**src/lad_pkg.sv**
```systemverilog
// Package: register map, field layout and timing for the LED/ADC/debug bank
package lad_pkg;

    // ********************************************************************
    // Register addresses
    // ********************************************************************
    localparam logic [4:0] LED_CONTROL_ADDR = 5'h0D;
    localparam logic [4:0] ADC_RESULT_ADDR  = 5'h0E;
    localparam logic [4:0] DEBUG_CTRL_ADDR  = 5'h0F;

    // ********************************************************************
    // Field positions
    // ********************************************************************
    localparam int LED_MANUAL_LSB    = 10;
    localparam int LED_MANUAL_MSB    = 13;
    localparam int LED_COUNT_LSB     = 1;
    localparam int LED_COUNT_MSB     = 2;
    localparam int LED_OVERRIDE_BIT  = 0;
    localparam int ADC_RESULT_LSB    = 4;
    localparam int ADC_RESULT_MSB    = 15;
    localparam int ANALOG_CHANNEL_SELECT_LSB     = 1;
    localparam int ANALOG_CHANNEL_SELECT_MSB     = 3;
    localparam int DEBUG_FILTER_BIT  = 15;

    // ********************************************************************
    // Reset values
    // ********************************************************************
    localparam logic [3:0]  MANUAL_RESET   = 4'h0;
    localparam logic [1:0]  COUNT_RESET    = 2'h0;
    localparam logic        OVERRIDE_RESET = 1'b0;
    localparam logic [11:0] RESULT_RESET   = 12'h000;
    localparam logic [2:0]  CHSEL_RESET    = 3'h0;
    localparam logic        FILTER_RESET   = 1'b1;

    // ********************************************************************
    // Lamp count and analog channel codes
    // ********************************************************************
    localparam logic [1:0] LAMPS_TWO   = 2'h0;
    localparam logic [1:0] LAMPS_THREE = 2'h1;
    localparam logic [1:0] LAMPS_ONE   = 2'h2;
    localparam logic [1:0] LAMPS_FOUR  = 2'h3;

    localparam logic [2:0] CH_BATTERY        = 3'h0;
    localparam logic [2:0] CH_CHARGER_INPUT  = 3'h1;
    localparam logic [2:0] CH_LEFT_BUD_SENSE = 3'h2;
    localparam logic [2:0] CH_RIGHT_BUD_SENSE = 3'h3;
    localparam logic [2:0] CH_SHARED_LINE    = 3'h4;
    localparam logic [2:0] CH_CHARGE_CURRENT = 3'h5;
    localparam logic [2:0] CH_INPUT_CURRENT  = 3'h6;
    localparam logic [2:0] CH_ANALOG_GROUND  = 3'h7;

    // ********************************************************************
    // Timing
    // ********************************************************************
    localparam int CLK_PERIOD_NS = 50;
    localparam int FILTER_MIN_NS = 150;
    localparam int FILTER_CYCLES =
        (FILTER_MIN_NS + CLK_PERIOD_NS - 1) / CLK_PERIOD_NS;

    // ********************************************************************
    // Carriers
    // ********************************************************************
    typedef struct packed {
        logic        wr;
        logic        rd;
        logic [4:0]  addr;
        logic [15:0] wdata;
    } lad_reg_req_t;

    typedef struct packed {
        logic        done;
        logic [2:0]  ch;
        logic [11:0] data;
    } lad_adc_sample_t;

endpackage

```
**src/lad_pad_filter.sv**
```systemverilog
// Glitch filter for the I2C and earbud communication pads
`timescale 1ns/1ns
module lad_pad_filter #(
    parameter int PADS   = 4,
    parameter int CYCLES = lad_pkg::FILTER_CYCLES
) (
    // Clock and reset
    input  wire logic            clk_i,
    input  wire logic            rst_n_i,
    // Control
    input  wire logic            enable_i,
    // Pads
    input  wire logic [PADS-1:0] raw_i,
    output logic      [PADS-1:0] clean_o
);
    localparam int CW = $clog2(CYCLES + 1);
    localparam logic [CW-1:0] LAST = CW'(CYCLES - 1);

    genvar g;
    generate
        for (g = 0; g < PADS; g++) begin : g_pad
            logic [CW-1:0] stable_cnt;

            // A level must hold CYCLES samples to pass; a level that returns on the sample after the output flips passes at once
            always_ff @(posedge clk_i or negedge rst_n_i) begin
                if (!rst_n_i) begin
                    stable_cnt <= '0;
                end else if (raw_i[g] == clean_o[g]) begin
                    stable_cnt <= '0;
                end else if (stable_cnt != LAST) begin
                    stable_cnt <= stable_cnt + CW'(1);
                end
            end

            // Idle pads rest high, so reset to one
            always_ff @(posedge clk_i or negedge rst_n_i) begin
                if (!rst_n_i) begin
                    clean_o[g] <= 1'b1;
                end else if (!enable_i) begin
                    clean_o[g] <= raw_i[g];
                end else if (raw_i[g] != clean_o[g] &&
                             stable_cnt == LAST) begin
                    clean_o[g] <= raw_i[g];
                end
            end
        end
    endgenerate
endmodule

```
**src/lad_regs.sv**
```systemverilog
// LED control, ADC result/channel and debug filter register bank
// How it works
// - With the override bit set the lamps follow the host's level bits.
// - With override clear (reset) the hardware display drives the lamps.
// - Bits 13:10 are host levels for lamps four to one, 1 on, reset 0.
// - Bits 2:1 pick lamp count: 00 two, 01 three, 10 one, 11 four.
// - The ADC word carries a read-only 12-bit result in bits 15:4.
// - ADC bits 3:1 select one of eight analog channels.
// - Debug bit 15 enables the pad glitch filter, reset 1; 0 bypasses it.
`timescale 1ns/1ns
module lad_regs #(
    parameter int PADS = 4
) (
    // Clock and reset
    input  wire logic                    clk_i,
    input  wire logic                    nrst_i,
    // Register access
    input  wire logic                    reg_wr_i,
    input  wire logic                    reg_rd_i,
    input  wire logic [4:0]              reg_addr_i,
    input  wire logic [15:0]             reg_wdata_i,
    output logic      [15:0]             reg_rdata_o,
    output logic                         reg_rvalid_o,
    // Lamps
    input  wire logic [3:0]              hw_led_i,
    output logic      [3:0]              led_o,
    output logic      [1:0]              lamp_count_o,
    // Converter
    input  wire logic                    adc_done_i,
    input  wire logic [2:0]              adc_ch_i,
    input  wire logic [11:0]             adc_data_i,
    output logic      [2:0]              analog_channel_select_o,
    // Pads
    input  wire logic [PADS-1:0]         pad_raw_i,
    output logic      [PADS-1:0]         pad_clean_o,
    output logic                         filter_on_o
);
    // ********************************************************************
    // Reset release
    // ********************************************************************
    logic rst_meta;
    logic rst_n;

    always_ff @(posedge clk_i or negedge nrst_i) begin
        if (!nrst_i) begin
            rst_meta <= 1'b0;
            rst_n    <= 1'b0;
        end else begin
            rst_meta <= 1'b1;
            rst_n    <= rst_meta;
        end
    end

    // ********************************************************************
    // Carriers and state
    // ********************************************************************
    lad_pkg::lad_reg_req_t    req;
    lad_pkg::lad_adc_sample_t smp;

    assign req = '{wr: reg_wr_i, rd: reg_rd_i, addr: reg_addr_i,
                   wdata: reg_wdata_i};
    assign smp = '{done: adc_done_i, ch: adc_ch_i, data: adc_data_i};

    logic [3:0]  manual_level;
    logic [1:0]  lamp_count_select;
    logic        host_lamp_override;
    logic [11:0] conversion_result;
    logic [2:0]  analog_channel_select;
    logic        pad_glitch_filter_on;

    function automatic logic hit(input lad_pkg::lad_reg_req_t r,
                                 input logic [4:0] a);
        hit = r.addr == a;
    endfunction

    logic wr_led;
    logic wr_adc;
    logic wr_dbg;

    assign wr_led = req.wr && hit(req, lad_pkg::LED_CONTROL_ADDR);
    assign wr_adc = req.wr && hit(req, lad_pkg::ADC_RESULT_ADDR);
    assign wr_dbg = req.wr && hit(req, lad_pkg::DEBUG_CTRL_ADDR);

    // ********************************************************************
    // LED control register
    // ********************************************************************
    // Reserved bits are dropped on write and read back as zero
    always_ff @(posedge clk_i or negedge rst_n) begin
        if (!rst_n) begin
            manual_level       <= lad_pkg::MANUAL_RESET;
            lamp_count_select  <= lad_pkg::COUNT_RESET;
            host_lamp_override <= lad_pkg::OVERRIDE_RESET;
        end else if (wr_led) begin
            manual_level <= req.wdata[lad_pkg::LED_MANUAL_MSB:
                                      lad_pkg::LED_MANUAL_LSB];
            lamp_count_select <= req.wdata[lad_pkg::LED_COUNT_MSB:
                                           lad_pkg::LED_COUNT_LSB];
            host_lamp_override <= req.wdata[lad_pkg::LED_OVERRIDE_BIT];
        end
    end

    always_ff @(posedge clk_i or negedge rst_n) begin
        if (!rst_n) begin
            led_o        <= 4'h0;
            lamp_count_o <= lad_pkg::COUNT_RESET;
        end else begin
            led_o        <= host_lamp_override ? manual_level
                                               : hw_led_i;
            lamp_count_o <= lamp_count_select;
        end
    end

    // ********************************************************************
    // ADC register
    // ********************************************************************
    always_ff @(posedge clk_i or negedge rst_n) begin
        if (!rst_n) begin
            analog_channel_select <= lad_pkg::CHSEL_RESET;
        end else if (wr_adc) begin
            analog_channel_select <= req.wdata[lad_pkg::ANALOG_CHANNEL_SELECT_MSB:
                                               lad_pkg::ANALOG_CHANNEL_SELECT_LSB];
        end
    end

    // Results for a channel no longer selected are stale and ignored
    always_ff @(posedge clk_i or negedge rst_n) begin
        if (!rst_n) begin
            conversion_result <= lad_pkg::RESULT_RESET;
        end else if (smp.done && smp.ch == analog_channel_select) begin
            conversion_result <= smp.data;
        end
    end

    assign analog_channel_select_o = analog_channel_select;

    // ********************************************************************
    // Debug register and pad filter
    // ********************************************************************
    always_ff @(posedge clk_i or negedge rst_n) begin
        if (!rst_n) begin
            pad_glitch_filter_on <= lad_pkg::FILTER_RESET;
        end else if (wr_dbg) begin
            pad_glitch_filter_on <= req.wdata[lad_pkg::DEBUG_FILTER_BIT];
        end
    end

    assign filter_on_o = pad_glitch_filter_on;

    lad_pad_filter #(
        .PADS   (PADS),
        .CYCLES (lad_pkg::FILTER_CYCLES)
    ) u_filter (
        .clk_i    (clk_i),
        .rst_n_i  (rst_n),
        .enable_i (pad_glitch_filter_on),
        .raw_i    (pad_raw_i),
        .clean_o  (pad_clean_o)
    );

    // ********************************************************************
    // Read path
    // ********************************************************************
    logic [15:0] next_rdata;

    always_comb begin
        next_rdata = 16'h0000;
        if (hit(req, lad_pkg::LED_CONTROL_ADDR)) begin
            next_rdata[lad_pkg::LED_MANUAL_MSB:lad_pkg::LED_MANUAL_LSB] =
                manual_level;
            next_rdata[lad_pkg::LED_COUNT_MSB:lad_pkg::LED_COUNT_LSB] =
                lamp_count_select;
            next_rdata[lad_pkg::LED_OVERRIDE_BIT] = host_lamp_override;
        end else if (hit(req, lad_pkg::ADC_RESULT_ADDR)) begin
            next_rdata[lad_pkg::ADC_RESULT_MSB:lad_pkg::ADC_RESULT_LSB] =
                conversion_result;
            next_rdata[lad_pkg::ANALOG_CHANNEL_SELECT_MSB:lad_pkg::ANALOG_CHANNEL_SELECT_LSB] =
                analog_channel_select;
        end else if (hit(req, lad_pkg::DEBUG_CTRL_ADDR)) begin
            next_rdata[lad_pkg::DEBUG_FILTER_BIT] = pad_glitch_filter_on;
        end
    end

    always_ff @(posedge clk_i or negedge rst_n) begin
        if (!rst_n) begin
            reg_rdata_o  <= 16'h0000;
            reg_rvalid_o <= 1'b0;
        end else begin
            reg_rvalid_o <= req.rd;
            if (req.rd) begin
                reg_rdata_o <= next_rdata;
            end
        end
    end

    // ********************************************************************
    // Checks
    // ********************************************************************
    chk_led_host_drive: assert property (
        @(posedge clk_i) disable iff (!rst_n)
        host_lamp_override |=> led_o == $past(manual_level))
        else $error("lamps do not follow host levels");

    chk_led_hw_drive: assert property (
        @(posedge clk_i) disable iff (!rst_n)
        !host_lamp_override |=> led_o == $past(hw_led_i))
        else $error("lamps do not follow hardware display");

    chk_manual_write: assert property (
        @(posedge clk_i) disable iff (!rst_n)
        wr_led ##1 host_lamp_override |=>
            led_o == $past(reg_wdata_i[13:10], 2))
        else $error("manual level write not seen on lamps");

    chk_count_write: assert property (
        @(posedge clk_i) disable iff (!rst_n)
        wr_led |=> ##1 lamp_count_o == $past(reg_wdata_i[2:1], 2))
        else $error("lamp count not taken");

    chk_result_read: assert property (
        @(posedge clk_i) disable iff (!rst_n)
        reg_rd_i && reg_addr_i == lad_pkg::ADC_RESULT_ADDR |=>
            reg_rvalid_o && reg_rdata_o[0] == 1'b0 &&
            reg_rdata_o[15:4] == $past(conversion_result))
        else $error("adc result read wrong");

    chk_chsel_write: assert property (
        @(posedge clk_i) disable iff (!rst_n)
        wr_adc |=> analog_channel_select_o == $past(reg_wdata_i[3:1]))
        else $error("channel select not taken");

    chk_filter_bypass: assert property (
        @(posedge clk_i) disable iff (!rst_n)
        !filter_on_o |=> pad_clean_o == $past(pad_raw_i))
        else $error("bypassed filter does not pass pads");

    chk_result_match: assert property (
        @(posedge clk_i) disable iff (!rst_n)
        adc_done_i && adc_ch_i == analog_channel_select_o |=>
            conversion_result == $past(adc_data_i))
        else $error("selected channel result not stored");

    chk_result_stale: assert property (
        @(posedge clk_i) disable iff (!rst_n)
        !(adc_done_i && adc_ch_i == analog_channel_select_o) |=>
            $stable(conversion_result))
        else $error("result changed without matching conversion");
endmodule

```
**config.mk**
```make
export PLATFORM = sky130hd
export DESIGN_NAME = lad_regs
export DESIGN_NICKNAME = d
export VERILOG_FILES = /design/src/lad_pkg.sv /design/src/lad_pad_filter.sv /design/src/lad_regs.sv
export SDC_FILE = /design/constraint.sdc
export NUM_CORES = 1
export LEC_CHECK = 0
export BUFFER_PORTS_ARGS = -buffer_cell sky130_fd_sc_hd__buf_2
export CAP_MARGIN = 10
export CORE_MARGIN = 2
export CORE_UTILIZATION = 45
export DETAILED_ROUTE_END_ITERATION = 16
export PLACE_DENSITY = 0.8
export SYNTH_ARGS = -nofsm -noshare
export SYNTH_HDL_FRONTEND = slang
export SYNTH_SLANG_ARGS = --single-unit
```
**constraint.sdc**
```tcl
create_clock -name clk_i -period 1.8 [get_ports clk_i]
set_clock_uncertainty 0.2 [all_clocks]
set_input_delay 0.18 -clock clk_i [delete_from_list [all_inputs] [get_ports clk_i]]
set_output_delay 0.18 -clock clk_i [all_outputs]
set_load 0.005 [all_outputs]
```
==> results of run 1 <==
## worst max-delay path: stages, from the launching register on
cell and delay [ns]:
dfrtp_1 0.43, xnor2_1 0.15, nand4_2 0.08, buf_4 0.26, mux2_2 0.37
## sequential cells by signal, indices dropped and copies added (netlist names)
signal	cells
conversion_result	12
filter_on_o	1
reg_rdata_o	16
lamp_count_select	2
analog_channel_select_o	3
reg_rvalid_o	1
rst_meta	1
rst_n	1
u_filter.clean_o	4
host_lamp_override	1
u_filter.g_pad.stable_cnt	8
led_o	4
lamp_count_o	2
manual_level	4
## per-layer routing
metal | wire length [um] | GRT usage | up-vias
met5 | 0 | 0 | -
met4 | 83 | 0.09138 | 0
met3 | 216 | 0.04205 | 8
met2 | 2726 | 0.3127 | 45
met1 | 2202 | 0.2174 | 853
li1 | - | - | 830
## layout make-up
class	instances	area (sq um)
clock buffer	12	165.2
clock inverter	4	70.07
fill	455	1923
inverter	5	18.77
multi-input combinational	99	965.9
sequential	60	1509
tap	72	90.09
timing repair buffer	109	730.7
## Yosys cell counts (3+ instances only)
library cell	instances
ha_1	4
dfstp_2	5
buf_6	3
xor2_1	4
inv_1	5
nor2_1	12
mux2_1	4
xnor2_1	7
and2b_1	3
a221o_1	6
a21oi_1	4
nand2b_1	4
mux2_4	17
dfrtp_1	55
mux2_2	11
a22o_1	9
nor2b_1	3
## cell families after synthesis
| group | synth area share |
|---|---|
| compound gates | 0.06627 |
| xor+xnor | 0.03808 |
| fa+ha+maj | 0.01978 |
| buf+inv | 0.02225 |
| flops | 0.5959 |
| mux | 0.1677 |
| other cells | 0.001482 |
| simple gates | 0.08852 |
## power groups by stage
stage	Sequential [uW]	Clock [uW]	Combinational, uW
floorplan	1910	0	672
global placement	1910	0	889
detailed placement	1930	0	934
CTS	1910	1430	992
global route	1960	1470	1110
finish	1910	1390	977
## stage by stage
stage	worst slack [ns]	cells	total power (uW)
final	0.1860	361	4276
after global routing	0.1337	361	4542
after CTS	0.1852	361	4331
after global placement	0.1765	313	2800
after detailed placement	0.1603	313	2866
after floorplan	0.2811	168	2578
## path summary, 6_finish.rpt
kind,start,to,slack [ns],cells after the start
max reg2reg,analog_channel_select_o[1]$_DFFE_PN0P_,conversion_result[11]$_DFFE_PN0P_,0.19,4
min in group asynchronous,rst_n$_DFF_PN0_,u_filter.g_pad[0].stable_cnt[0]$_DFFE_PN0P_,0.07,1
min,reg_addr_i[2],reg_rdata_o[15]$_DFFE_PN0P_,0.05,3
max,analog_channel_select_o[1]$_DFFE_PN0P_,conversion_result[11]$_DFFE_PN0P_,0.19,4
max in group asynchronous,nrst_i,rst_n$_DFF_PN0_,0.76,3
min reg2reg,rst_n$_DFF_PN0_,u_filter.g_pad[0].stable_cnt[0]$_DFFE_PN0P_,0.07,1
==> flow_summary_export.csv, run 1 <==
group,metric,value,unit
status,status,"finished, final reports clean",
setup_path,cp-end-kind,"register",
die,die_x,78.98,um
clocking,clk_latency,0.32,ns
yosys,synth_fp_nets,221,
yosys,synth.distinct_cells,29,
yosys,synth_top_area_cell,"dfrtp_1",
final_layout,fin_area,3550,sq um
yosys,ys_seq_elements,60,
power_and_ir_drop,clock_power_share,0.325,
detailed_routing,firstDrtPassIters,4,
sta,timing.hold.ws,0.04606,ns
detailed_routing,vias,1736,
setup_path,arrival,1.62,ns
die,die-area,6238,sq um
clocking,clock_path_buffers,2,
placement,place_area,2994,sq um
clocking,h-tree-depth,3,
final_layout,final_cell_mix,"buf_2 (72), dfrtp_1 (54), dlygate4sd3_1 (32), mux2_4 (17)",
final_layout,fin_nets,337,
global_routing,overflow,0,
setup_path,crit_required,1.80,ns
yosys,synth.cell_area,2530,sq um
sta,hold_viol,0,
placement,hpwl,3435,um
clocking,cts_hold_buf,32,
sta,rsz0062_at_grt,"no",
clocking,cts.clk_slew.worst_paths,0.06,ns
yosys,synth_warnings,0,
setup_path,path_max_fanout,12,
detailed_routing,vias_per_cell,4.809,
worst_hold_path,hp-class,"input pin to register",
final_layout,layout_commonest_cell,"buf_2",
sta,period_share,0.8967,
global_routing,grt_pass1_vias,1908,
detailed_routing,drc,0,
yosys,syn_inst,168,
final_layout,syn_to_final_growth,40.31,%
power_and_ir_drop,vdd_drop_max,0.7917,mV
clocking,postCtsSetupBuffers,0,
clocking,post_cts_resized,0,
clocking,cts_root_buf,"clkbuf_8",
sta,setup_tns,0,ns
flow_run,cap_violations,0,
detailed_routing,drt_iter0_markers,35,
global_routing,grt_max_degree,59,
yosys,yosys-top-cells-area,"dfrtp_1 (54%), mux2_4 (10%), dfstp_2 (5.2%), mux2_2 (4.9%), a22o_1 (3.1%)",
yosys,yosys.area.top_type_share,0.5440,
die,start_util,0.4623,
global_routing,grt_pass1_wl,8576,um
power_and_ir_drop,seqPwrFrac,0.447,
sta,drv_slew,0,
final_layout,final_util,0.6486,
sta,setup_violations,0,
power_and_ir_drop,p_int,3183,uW
detailed_routing,wl_per_cell,14.48,um
yosys,synth-edff-count,0,
final_layout,antenna_cells,0,
final_layout,drive_gt1_frac,0.4602,
yosys,ys_seq_area_frac,0.5959,
power_and_ir_drop,sw_frac_of_total,0.2555,
placement,io_buffers,72,
sta,fmax,619.6,MHz
yosys,synth_top_flop_cell,"dfrtp_1",
power_and_ir_drop,cellPowerDensity,1205,nW/um^2
sta,fin_crit,1.614,ns
clocking,cts_tree,"built",
global_routing,antenna_found_initial,0,
setup_path,cp-start-kind,"register",
die,core.rowCount,27,
clocking,cts_buffers,9,
die,core-area,5473,sq um
yosys,async_flop_share,1.000,
yosys,avgSynthCellArea,15.06,sq um
global_routing,track_usage,0.1833,
detailed_routing,wirelength,5229,um
power_and_ir_drop,p_sw,1092,uW
setup_path,critical_path_class,"register to register",
detailed_routing,ant_nets,0,
die,ioPinCount,80,
power_and_ir_drop,pwr-share-comb,0.229,
clocking,cts.sinks,60,
placement,place_congestion,0.8086,
die,chipHeight,78.98,um
power_and_ir_drop,power_leakage,0.001848,uW
Power figures use the tool's default switching activity.
==> run 2, diff against run 1 <==
--- a/config.mk
+++ b/config.mk
@@ -7,7 +7,6 @@
 export LEC_CHECK = 0
 export BUFFER_PORTS_ARGS = -buffer_cell sky130_fd_sc_hd__buf_2
 export CAP_MARGIN = 10
-export CORE_MARGIN = 2
 export CORE_UTILIZATION = 45
 export DETAILED_ROUTE_END_ITERATION = 16
 export PLACE_DENSITY = 0.8
==> flow_summary_export.csv, run 2 (synthesized netlist as in run 1, its figures left out) <==
group,metric,value,unit
global_routing,track_usage,0.2044,
die,die-area,5926,sq um
detailed_routing,vias_per_cell,4.861,
die,start_util,0.4801,
setup_path,critical_path_class,"input pin to register",
clocking,clock_path_buffers,2,
global_routing,overflow,0,
sta,setup_violations,0,
detailed_routing,vias,1745,
final_layout,final_cell_mix,"buf_2 (72), dfrtp_1 (54), dlygate4sd3_1 (32), mux2_4 (17), nor2_1 (12)",
final_layout,regMostFlops,"reg_rdata_o",
sta,rsz0062_at_grt,"no",
final_layout,drive_gt1_frac,0.4533,
placement,io_buffers,72,
setup_path,cp_cell_sequence,"dlygate4sd3_1 -> buf_2 -> inv_1 -> nor3_4 -> buf_4 -> a221o_1",
global_routing,antenna_found_initial,0,
global_routing,grt_pass1_vias,1809,
clocking,cts_buffers,9,
setup_path,slowest_delay,0.53,ns
setup_path,cp-end-kind,"register",
sta,fin_ws,0.1783,ns
die,die_x,76.98,um
setup_path,crit_required,1.82,ns
clocking,cts_root_buf,"clkbuf_8",
power_and_ir_drop,power,4039,uW
detailed_routing,wirelength,5450,um
detailed_routing,wl_per_cell,15.18,um
die,core.rowCount,26,
final_layout,num-fill-cells,416,
setup_path,path_max_fanout,11,
sta,period_share,0.9009,
power_and_ir_drop,vdd_drop_max,0.8343,mV
flow_run,cap_violations,0,
final_layout,largest_reg_flops,16,
final_layout,fin_area,3483,sq um
placement,place_congestion,0.7817,
final_layout,syn_to_final_growth,37.69,%
sta,fin_crit,1.622,ns
placement,place_area,2979,sq um
final_layout,layout_commonest_cell,"buf_2",
status,status,"finished, final reports clean",
final_layout,fin_nets,337,
detailed_routing,ant_nets,0,
detailed_routing,firstDrtPassIters,4,
setup_path,cp_slowest_cell,"dlygate4sd3_1",
final_layout,multi_input_area,965.9,sq um
clocking,cts.sinks,60,
die,core-area,5270,sq um
detailed_routing,drt_iter0_markers,50,
placement,hpwl,3561,um
global_routing,grt_pass1_wl,8935,um
power_and_ir_drop,power_leakage,0.001814,uW
global_routing,grt_max_degree,33,
sta,fmax,616.6,MHz
final_layout,ff_latch_area,1509,sq um
die,chipHeight,76.98,um
placement,dpl_worst_slack,0.1902,ns
final_layout,top_regs,"reg_rdata_o (16), conversion_result (12), u_filter.g_pad.stable_cnt (8)",
clocking,cts_tree,"built",
setup_path,arrival,1.64,ns
sta,setup_tns,0,ns
clocking,postCtsSetupBuffers,0,
final_layout,antenna_cells,0,
clocking,cts.clk_slew.worst_paths,0.06,ns
sta,hold_viol,0,
worst_hold_path,hp-class,"input pin to register",
die,ioPinCount,80,
clocking,h-tree-depth,3,
clocking,clk_latency,0.34,ns
setup_path,cp-start-kind,"input pin",
power_and_ir_drop,cellPowerDensity,1159,nW/um^2
detailed_routing,drc,0,
sta,timing.hold.ws,0.01080,ns
sta,drv_slew,0,
==> run 2: power breakdown <==
group          internal, uW  switching (uW)  leakage, uW
Clock                   632             512    0.0000931
Combinational           595             379     0.000964
Sequential             1700             223     0.000757
==> run 2: repair_timing <==
action | CTS | global route
resized for setup | 0 | 0
hold buffers | 32 | 0
hold endpoints to repair | 43 | 0
==> run 2: layout make-up <==
class | instances | area share
Clock buffer | 11 | 0.03772
Clock inverter | 5 | 0.01509
Inverter | 5 | 0.005388
Multi-Input combinational cell | 99 | 0.2773
Sequential cell | 60 | 0.4332
Tap cell | 70 | 0.02514
Timing Repair Buffer | 109 | 0.2062
==> run 2: worst paths after layout <==
check	slack, ns	end	from	cells after the start
hold / removal	0.01	reg_rdata_o[15]$_DFFE_PN0P_	reg_addr_i[2]	3
min in group asynchronous	0.07	u_filter.g_pad[0].stable_cnt[1]$_DFFE_PN0P_	rst_n$_DFF_PN0_	1
setup reg to reg	0.19	conversion_result[11]$_DFFE_PN0P_	analog_channel_select_o[1]$_DFFE_PN0P_	4
hold reg to reg	0.07	u_filter.g_pad[0].stable_cnt[1]$_DFFE_PN0P_	rst_n$_DFF_PN0_	1
setup / recovery	0.18	reg_rdata_o[10]$_DFFE_PN0P_	reg_rd_i	6
max in group asynchronous	0.78	rst_n$_DFF_PN0_	nrst_i	3
==> run 2: through the flow <==
step,util,instances
finish,0.6610,359
global placement,0.5653,311
detailed placement,0.5653,311
CTS,0.6610,359
global route,0.6610,359
floorplan,-,168
==> run 2: critical path: cells and delay by family <==
| family | cells | cell delay [ns] |
|---|---|---|
| buffers and inverters | 4 | 1.03 |
| AOI/OAI and AO/OA | 1 | 0.35 |
| and+or+nand+nor | 1 | 0.07 |
==> run 2: routing by layer <==
| metal | share of wire | wire length, um | track usage | vias to the layer above |
|---|---|---|---|---|
| met2 | 0.51 | 2789 | 0.3473 | 58 |
| met1 | 0.42 | 2289 | 0.2307 | 848 |
| met3 | 0.052 | 286 | 0.08333 | 6 |
| met5 | 0 | 0 | 0 | - |
| met4 | 0.016 | 85 | 0.07358 | 0 |
| li1 | - | - | - | 833 |
